<file path="src/common/pdr_pkg.sv">
// package: register map, field layout and reset values of the port/debug bank
package pdr_pkg;

    // bus geometry
    localparam int ADDR_W = 8;
    localparam int DATA_W = 32;

    // register indices; byte address is four times the index
    localparam logic [7:0] REG_DIR_IDX = 8'h09;
    localparam logic [7:0] REG_BRK_IDX = 8'h0F;
    localparam logic [7:0] REG_SCR0_IDX = 8'h18;
    localparam logic [7:0] REG_SCR1_IDX = 8'h19;

    // field layout
    localparam int PIN_COUNT = 7;
    localparam int BRK_BIT = 0;
    localparam int SCR_W = 16;

    // reset values
    localparam logic [6:0] DIR_RESET = 7'h00;
    localparam logic BRK_RESET = 1'b0;
    localparam logic [15:0] SCR_RESET = 16'h0000;
    localparam logic [31:0] READ_ZERO = 32'h0000_0000;

endpackage : pdr_pkg

</file>
<file path="src/hdl/pdr_port_debug_regs.sv">
// port direction, software breakpoint and debug scratch registers on apb
//
// What this block does
// - direction one drives output data on pin
// - direction zero releases pin to high impedance
// - seven independent direction bits, six down to zero
// - reserved bits always read as zero
// - writing break bit one triggers emulation breakpoint
// - break bit feeds emulation input, self-clears
// - reading the break bit returns zero
// - breakpoint register cleared on ordinary reset only, not on power-on or tap reset
// - scratch registers cleared on power-on or tap reset
// - scratch registers freely read and written
//
// The APB register port was chosen for this implementation.
`timescale 1ns/1ps
`default_nettype none

module pdr_port_debug_regs
    import pdr_pkg::*;
(
    // clock and resets
    input wire logic core_clk_in,
    input wire logic reset_in,
    input wire logic por_in,
    input wire logic tap_test_logic_reset_in,
    // apb slave
    input wire logic psel_in,
    input wire logic penable_in,
    input wire logic pwrite_in,
    input wire logic [ADDR_W-1:0] paddr_in,
    input wire logic [DATA_W-1:0] pwdata_in,
    output logic [DATA_W-1:0] prdata_out,
    output logic pready_out,
    output logic pslverr_out,
    // port pins
    input wire logic [PIN_COUNT-1:0] port_output_data_in,
    output logic [PIN_COUNT-1:0] port_pin_out,
    output logic [PIN_COUNT-1:0] port_pin_oe_out,
    output logic [PIN_COUNT-1:0] port_pin_direction_out,
    // emulation block
    output logic emulation_soft_break_out
);

    // address decode shared by the write and read paths
    function automatic logic reg_hit(input logic [ADDR_W-1:0] addr, input logic [7:0] idx);
        reg_hit = (addr == {idx[5:0], 2'b00});
    endfunction : reg_hit

    // state
    logic [PIN_COUNT-1:0] port_pin_direction_ff;
    logic soft_breakpoint_trigger_ff;
    logic [SCR_W-1:0] scratch_zero_bits_ff;
    logic [SCR_W-1:0] scratch_one_bits_ff;
    logic [DATA_W-1:0] prdata_ff;
    logic pready_ff;
    logic pslverr_ff;

    // bus phase decode
    logic setup_phase;
    logic access_done;
    logic wr_done;
    logic hit_dir;
    logic hit_brk;
    logic hit_scr0;
    logic hit_scr1;
    logic hit_any;
    logic scratch_clear;
    logic [DATA_W-1:0] nxt_prdata;

    assign setup_phase = psel_in & ~penable_in;
    assign access_done = psel_in & penable_in & pready_ff;
    assign wr_done = access_done & pwrite_in;
    assign hit_dir = reg_hit(paddr_in, REG_DIR_IDX);
    assign hit_brk = reg_hit(paddr_in, REG_BRK_IDX);
    assign hit_scr0 = reg_hit(paddr_in, REG_SCR0_IDX);
    assign hit_scr1 = reg_hit(paddr_in, REG_SCR1_IDX);
    assign hit_any = hit_dir | hit_brk | hit_scr0 | hit_scr1;
    assign scratch_clear = por_in | tap_test_logic_reset_in;

    // ready for exactly the one access cycle after setup: zero wait states
    always_ff @(posedge core_clk_in) begin
        if (reset_in) begin
            pready_ff <= 1'b0;
            pslverr_ff <= 1'b0;
        end else begin
            pready_ff <= setup_phase;
            pslverr_ff <= setup_phase & ~hit_any;
        end
    end

    // direction register, only the seven pin bits exist
    always_ff @(posedge core_clk_in) begin
        if (reset_in) begin
            port_pin_direction_ff <= DIR_RESET;
        end else if (wr_done && hit_dir) begin
            port_pin_direction_ff <= pwdata_in[PIN_COUNT-1:0];
        end
    end

    // breakpoint strobe: one cycle high, then clears by itself
    always_ff @(posedge core_clk_in) begin
        if (reset_in) begin
            soft_breakpoint_trigger_ff <= BRK_RESET;
        end else begin
            soft_breakpoint_trigger_ff <= wr_done & hit_brk & pwdata_in[BRK_BIT];
        end
    end

    // scratch registers survive ordinary resets, only por or tap reset clears
    always_ff @(posedge core_clk_in) begin
        if (scratch_clear) begin
            scratch_zero_bits_ff <= SCR_RESET;
        end else if (wr_done && hit_scr0) begin
            scratch_zero_bits_ff <= pwdata_in[SCR_W-1:0];
        end
    end

    always_ff @(posedge core_clk_in) begin
        if (scratch_clear) begin
            scratch_one_bits_ff <= SCR_RESET;
        end else if (wr_done && hit_scr1) begin
            scratch_one_bits_ff <= pwdata_in[SCR_W-1:0];
        end
    end

    // read mux, evaluated in the setup cycle
    always_comb begin
        nxt_prdata = READ_ZERO;
        if (hit_dir) begin
            nxt_prdata[PIN_COUNT-1:0] = port_pin_direction_ff;
        end else if (hit_scr0) begin
            nxt_prdata[SCR_W-1:0] = scratch_zero_bits_ff;
        end else if (hit_scr1) begin
            nxt_prdata[SCR_W-1:0] = scratch_one_bits_ff;
        end
        // break register reads all zero, the strobe is never visible
    end

    always_ff @(posedge core_clk_in) begin
        if (reset_in) begin
            prdata_ff <= READ_ZERO;
        end else if (setup_phase && !pwrite_in) begin
            prdata_ff <= nxt_prdata;
        end else if (access_done) begin
            prdata_ff <= READ_ZERO;
        end
    end

    // pin drivers
    pdr_pin_drive u_pin_drive (
        .core_clk_in(core_clk_in),
        .reset_in(reset_in),
        .direction_in(port_pin_direction_ff),
        .port_output_data_in(port_output_data_in),
        .pin_out(port_pin_out),
        .pin_oe_out(port_pin_oe_out)
    );

    // outputs
    assign prdata_out = prdata_ff;
    assign pready_out = pready_ff;
    assign pslverr_out = pslverr_ff;
    assign port_pin_direction_out = port_pin_direction_ff;
    assign emulation_soft_break_out = soft_breakpoint_trigger_ff;

    // checks

    property p_driven_pin_data;
        @(posedge core_clk_in) disable iff (reset_in)
        !$past(reset_in) |->
            ((port_pin_out & port_pin_oe_out) == ($past(port_output_data_in) & port_pin_oe_out));
    endproperty
    a_driven_pin_data: assert property (p_driven_pin_data)
        else $error("driven pin does not carry output data");

    property p_released_pin;
        @(posedge core_clk_in) disable iff (reset_in)
        !$past(reset_in) |->
            (port_pin_oe_out == $past(port_pin_direction_ff)) && ((port_pin_out & ~port_pin_oe_out) == '0);
    endproperty
    a_released_pin: assert property (p_released_pin)
        else $error("pin enable does not follow direction bit");

    property p_dir_write;
        @(posedge core_clk_in) disable iff (reset_in)
        (wr_done && hit_dir) |=> (port_pin_direction_out == $past(pwdata_in[PIN_COUNT-1:0]))
            ##1 (port_pin_oe_out == $past(port_pin_direction_out));
    endproperty
    a_dir_write: assert property (p_dir_write)
        else $error("direction write not applied per pin");

    property p_dir_read_reserved;
        @(posedge core_clk_in) disable iff (reset_in)
        (access_done && !pwrite_in && (hit_dir || hit_scr0 || hit_scr1)) |->
            (prdata_out[DATA_W-1:SCR_W] == '0) && (!hit_dir || prdata_out[SCR_W-1:PIN_COUNT] == '0);
    endproperty
    a_dir_read_reserved: assert property (p_dir_read_reserved)
        else $error("reserved bits read non-zero");

    property p_break_fires;
        @(posedge core_clk_in) disable iff (reset_in)
        (wr_done && hit_brk && pwdata_in[BRK_BIT]) |=> emulation_soft_break_out;
    endproperty
    a_break_fires: assert property (p_break_fires)
        else $error("break write did not reach emulation block");

    property p_break_self_clear;
        @(posedge core_clk_in) disable iff (reset_in)
        emulation_soft_break_out |=> !emulation_soft_break_out;
    endproperty
    a_break_self_clear: assert property (p_break_self_clear)
        else $error("break strobe did not clear itself");

    property p_break_reads_zero;
        @(posedge core_clk_in) disable iff (reset_in)
        (access_done && !pwrite_in && hit_brk) |-> (prdata_out == '0);
    endproperty
    a_break_reads_zero: assert property (p_break_reads_zero)
        else $error("break register read non-zero");

    property p_break_reset;
        @(posedge core_clk_in) disable iff (1'b0)
        reset_in |=> !emulation_soft_break_out && (port_pin_direction_out == DIR_RESET);
    endproperty
    a_break_reset: assert property (p_break_reset)
        else $error("break or direction not cleared by reset");

    property p_scratch_clear;
        @(posedge core_clk_in) disable iff (1'b0)
        scratch_clear |=> (scratch_zero_bits_ff == SCR_RESET) && (scratch_one_bits_ff == SCR_RESET);
    endproperty
    a_scratch_clear: assert property (p_scratch_clear)
        else $error("scratch not cleared by por or tap reset");

    property p_scratch_write;
        @(posedge core_clk_in) disable iff (reset_in || scratch_clear)
        (wr_done && hit_scr1) |=> (scratch_one_bits_ff == $past(pwdata_in[SCR_W-1:0]));
    endproperty
    a_scratch_write: assert property (p_scratch_write)
        else $error("scratch write lost");

    property p_scratch_zero_write;
        @(posedge core_clk_in) disable iff (reset_in || scratch_clear)
        (wr_done && hit_scr0) |=> (scratch_zero_bits_ff == $past(pwdata_in[SCR_W-1:0]));
    endproperty
    a_scratch_zero_write: assert property (p_scratch_zero_write)
        else $error("scratch zero write lost");

    // ordinary reset must leave scratch alone, saved firmware state survives it
    property p_scratch_keep;
        @(posedge core_clk_in) disable iff (1'b0)
        (reset_in && !scratch_clear && !wr_done) |=>
            $stable(scratch_zero_bits_ff) && $stable(scratch_one_bits_ff);
    endproperty
    a_scratch_keep: assert property (p_scratch_keep)
        else $error("scratch changed by ordinary reset");

    property p_break_only_on_write;
        @(posedge core_clk_in) disable iff (reset_in)
        !(wr_done && hit_brk && pwdata_in[BRK_BIT]) |=> !emulation_soft_break_out;
    endproperty
    a_break_only_on_write: assert property (p_break_only_on_write)
        else $error("break strobe without a break write");

    property p_dir_hold;
        @(posedge core_clk_in) disable iff (reset_in)
        !(wr_done && hit_dir) |=> $stable(port_pin_direction_out);
    endproperty
    a_dir_hold: assert property (p_dir_hold)
        else $error("direction changed without a direction write");

    // zero wait states: answer in the access cycle, gone one cycle later
    property p_bus_answer;
        @(posedge core_clk_in) disable iff (reset_in)
        setup_phase |=> (pready_out && (pslverr_out == !$past(hit_any))) ##1 !pready_out;
    endproperty
    a_bus_answer: assert property (p_bus_answer)
        else $error("bus answer missing or wrong");

    property p_read_zero_idle;
        @(posedge core_clk_in) disable iff (reset_in)
        !pready_out |-> (prdata_out == READ_ZERO);
    endproperty
    a_read_zero_idle: assert property (p_read_zero_idle)
        else $error("read data not zero outside access");

endmodule : pdr_port_debug_regs

`default_nettype wire

</file>
<file path="src/hdl/pdr_pin_drive.sv">
// per-pin output driver: registered data and output enable for the port pins
`timescale 1ns/1ps
`default_nettype none

module pdr_pin_drive
    import pdr_pkg::*;
(
    // clock and reset
    input wire logic core_clk_in,
    input wire logic reset_in,
    // control from the register bank
    input wire logic [PIN_COUNT-1:0] direction_in,
    input wire logic [PIN_COUNT-1:0] port_output_data_in,
    // pin side
    output logic [PIN_COUNT-1:0] pin_out,
    output logic [PIN_COUNT-1:0] pin_oe_out
);

    genvar gi;
    generate
        for (gi = 0; gi < PIN_COUNT; gi++) begin : g_pin
            // each pin sees only its own direction bit
            always_ff @(posedge core_clk_in) begin
                if (reset_in) begin
                    pin_oe_out[gi] <= 1'b0;
                    pin_out[gi] <= 1'b0;
                end else begin
                    pin_oe_out[gi] <= direction_in[gi];
                    // data parked low while released, the pad is high-z anyway
                    pin_out[gi] <= direction_in[gi] & port_output_data_in[gi];
                end
            end
        end
    endgenerate

endmodule : pdr_pin_drive

`default_nettype wire

</file>
<file path="config.mk">
export PLATFORM = sky130hd
export DESIGN_NAME = pdr_port_debug_regs
export DESIGN_NICKNAME = d
export VERILOG_FILES = /design/src/common/pdr_pkg.sv /design/src/hdl/pdr_port_debug_regs.sv /design/src/hdl/pdr_pin_drive.sv
export SDC_FILE = /design/constraint.sdc
export NUM_CORES = 1
export LEC_CHECK = 0
export BUFFER_PORTS_ARGS = -buffer_cell sky130_fd_sc_hd__buf_2
export CAP_MARGIN = 20
export CORE_MARGIN = 2
export CORE_UTILIZATION = 49
export CTS_BUF_LIST = sky130_fd_sc_hd__clkbuf_4 sky130_fd_sc_hd__clkbuf_8 sky130_fd_sc_hd__clkbuf_16
export DETAILED_ROUTE_END_ITERATION = 6
export GPL_ROUTABILITY_DRIVEN = 1
export HOLD_SLACK_MARGIN = 0.06
export PLACE_DENSITY = 0.79
export SLEW_MARGIN = 0
export SYNTH_ARGS = -nofsm -noshare
export SYNTH_HDL_FRONTEND = slang
export SYNTH_SLANG_ARGS = --single-unit
</file>
<file path="constraint.sdc">
create_clock -name core_clk_in -period 1.8 [get_ports core_clk_in]
set_clock_uncertainty 0.05 [all_clocks]
set_input_delay 0.09 -clock core_clk_in [delete_from_list [all_inputs] [get_ports core_clk_in]]
set_output_delay 0.09 -clock core_clk_in [all_outputs]
set_load 0.01 [all_outputs]
</file>
==> summary.json <==
{
  "cts": {
    "cts_resized": 0,
    "ctsHtreeMaxLevel": 3,
    "worstSkewPairLatency_ps": 340,
    "ctsHoldBuffers": 27,
    "clk_root_buffer_cell": "clkbuf_8",
    "cts_made_buffers": 9,
    "worst_setup_hold_path_clk_slew_ps": 70,
    "clock_tree.buffer_depth": 2,
    "buffers_inserted_by_post_cts_timing_repair": 0,
    "numClockSinks": 72,
    "clock_tree_from_tritoncts": "done"
  },
  "sta": {
    "max_clock_freq_mhz": 588,
    "rsz0062_at_grt": "no",
    "finalWorstPathRequiredPeriod_ps": 1700,
    "fin_tns_setup_ps": 0,
    "min_period_over_period": 0.944,
    "setup_viol": 0,
    "finalHoldWorstSlack_ps": 110,
    "maxSlewViolCount": 0,
    "final_hold_vio_count": 0
  },
  "yosys": {
    "synth_edf_count": 0,
    "post_syn_instances": 292,
    "netlist.area_leader.share": 0.479,
    "synth.distinct_cells": 34,
    "synth.mux.area_fraction": 0.163,
    "synth_xor_xnor_area_share": 0,
    "synth-warning-count": 0,
    "synth_async_sr_flop_share": 0,
    "avgSynthCellArea_um2": 10.3,
    "post_synthesis_share_of_cell_area_spent_on_and_or_nand_and_nor_gates": 0.198,
    "syn_area_um2": 3010,
    "biggest_area_consumer_among_synthesized_cells": "dfxtp_1",
    "ys_dominant_reg_cell": "dfxtp_1",
    "synth_sequential_area_ratio": 0.479,
    "synth-seq-cells": 72,
    "combinational_family_with_the_most_area_after_synthesis": "simple AND/OR/NAND/NOR gates",
    "synth-compound-area-share": 0.0752,
    "synth_fa_ha_area_frac": 0,
    "synthTopCellsByArea": "dfxtp_1 (48%), mux2i_1 (13%), nand2_1 (6.0%)"
  },
  "drt": {
    "routed_via_density": 5.10,
    "finalWirelength_um": 6830,
    "via_count": 2441,
    "avgRoutedWirePerCell_um": 14.2,
    "firstDrtPassIters": 4,
    "drtAntennaViolNets": 0,
    "remaining_drc_errors": 0,
    "initialDrtViolationCount": 101
  },
  "floorplanning": {
    "design.portCount": 110,
    "floorplan_core_area_um2": 5920,
    "height_of_the_die_um": 82.4,
    "design.die.area_um2": 6790,
    "die_boundary_width_um": 82.4,
    "starting_density": 0.508,
    "rows": 28
  },
  "place": {
    "buffer_ports.inserted": 77,
    "place_congestion": 0.773,
    "detailedPlacementHpwl_um": 4370
  },
  "global_route": {
    "grt_start_max_net_pins": 49,
    "initial_antenna_violation_count": 0,
    "grt-ovfl-total": 0,
    "grt_first_pass_wirelength_um": 10600,
    "vias_in_the_first_global_route": 2262,
    "grt_resource_usage_total": 0.207
  },
  "pwr": {
    "total_chip_power_uw": 2930,
    "maximum_vdd_drop_v": 0.000572,
    "power.leakage_uw": 0.00172,
    "power.density_cell_area_nw_per_um2": 758
  },
  "critical_path": {
    "cp.required_ps": 1970,
    "timing.critical_path.fanout_max": 16,
    "critical_path.endpoint_type": "register",
    "cp.arrival_ps": 1870,
    "critPathKind": "in2reg",
    "critical_path.startpoint_type": "primary input"
  },
  "finish": {
    "leading_cell_type_in_the_layout_fill_and_taps_excluded": "buf_2",
    "finish.utilization": 0.652,
    "multiInputGateArea_um2": 1380,
    "nFillCells": 493,
    "final_net_count": 453,
    "areaGrowthSynthToFinish_pct": 28.3,
    "final_cell_mix": "buf_2 (77), dfxtp_1 (72), nand2_1 (48), mux2i_1 (40), dlygate4sd3_1 (27)",
    "antenna_cells_inserted": 0,
    "post_route_cells_drive_above_1_share": 0.290,
    "ff_latch_area_um2": 1440
  },
  "run_status": {
    "status": "complete, no violations"
  },
  "flow_run": {
    "max_cap_violations": 0
  },
  "min_path": {
    "min_path_type": "in2reg"
  }
}
## power by group
group          leakage (uW)  switching (uW)  internal [uW]  total, uW
combinational       0.00106             120            103        222
sequential         0.000580           0.720           1590       1590
clock             0.0000772             614            496       1110
total               0.00172             734           2190       2930
## layer usage
metal	routed length (um)	track usage
met1	2950	0.249
met2	3500	0.357
met4	106	0.0983
met3	270	0.0359
met5	0	0
## metrics by stage
stage                     instance area, um^2  setup slack [ps]  instances
final                                    3860               101        479
after global routing                     3860              45.9        479
after CTS                                3860               141        479
after detailed placement                 3420              82.1        436
after global placement                   3420               104        436
after floorplan                          3070              71.7        307
## final timing paths
| path | slack [ps] | endpoint | cells past startpoint | startpoint |
|---|---|---|---|---|
| setup / recovery | 100 | scratch_one_bits_ff[12] | 5 | paddr_in[5] |
| hold / removal | 110 | pslverr_out | 4 | paddr_in[7] |
| setup reg to reg | 160 | scratch_one_bits_ff[12] | 3 | pready_out |
| hold reg to reg | 410 | scratch_zero_bits_ff[4] | 2 | scratch_zero_bits_ff[4] |
## registers in the layout, summed over array words and instances (netlist names)
name,count
port_pin_direction_out,7
scratch_one_bits_ff,16
u_pin_drive.pin_oe_out,7
prdata_out,16
u_pin_drive.pin_out,7
pready_out,1
pslverr_out,1
scratch_zero_bits_ff,16
emulation_soft_break_out,1
## logic make-up after synthesis
| logic type | Yosys count |
|---|---|
| AOI/OAI and AO/OA | 25 |
| DFF | 72 |
| and+or+nand+nor | 105 |
| muxes | 48 |
| buffers and inverters | 41 |
| other | 1 |
## cell usage after synthesis, types with 2 or more instances
library cell  number
nor2_1             2
nor3b_1            2
and2_1             7
nand2_1           48
dfxtp_1           72
o32ai_1            7
inv_1              8
nand2b_1           2
nand4_1            2
mux2_2             8
nand4bb_1          2
buf_6              3
a32o_1             8
mux2i_1           40
nor4_4             2
o2bb2ai_1          8
nor2b_1           21
clkbuf_1          11
or3_1              7
buf_4             16
nor3_1             2
buf_1              2
## worst max-delay path, stage by stage
cell and delay, ps:
dlygate4sd3_1 540, buf_2 160, nand4bb_1 230, or4_4 660, mux2i_1 180
## layout make-up
class                           instances  area share
Timing Repair Buffer                  114       0.192
Sequential cell                        72       0.373
Clock buffer                            9      0.0321
Multi-Input combinational cell        194       0.357
Tap cell                               75      0.0243
Clock inverter                          7      0.0126
Inverter                                8     0.00778
No activity file was read; power rests on OpenSTA's default activity.
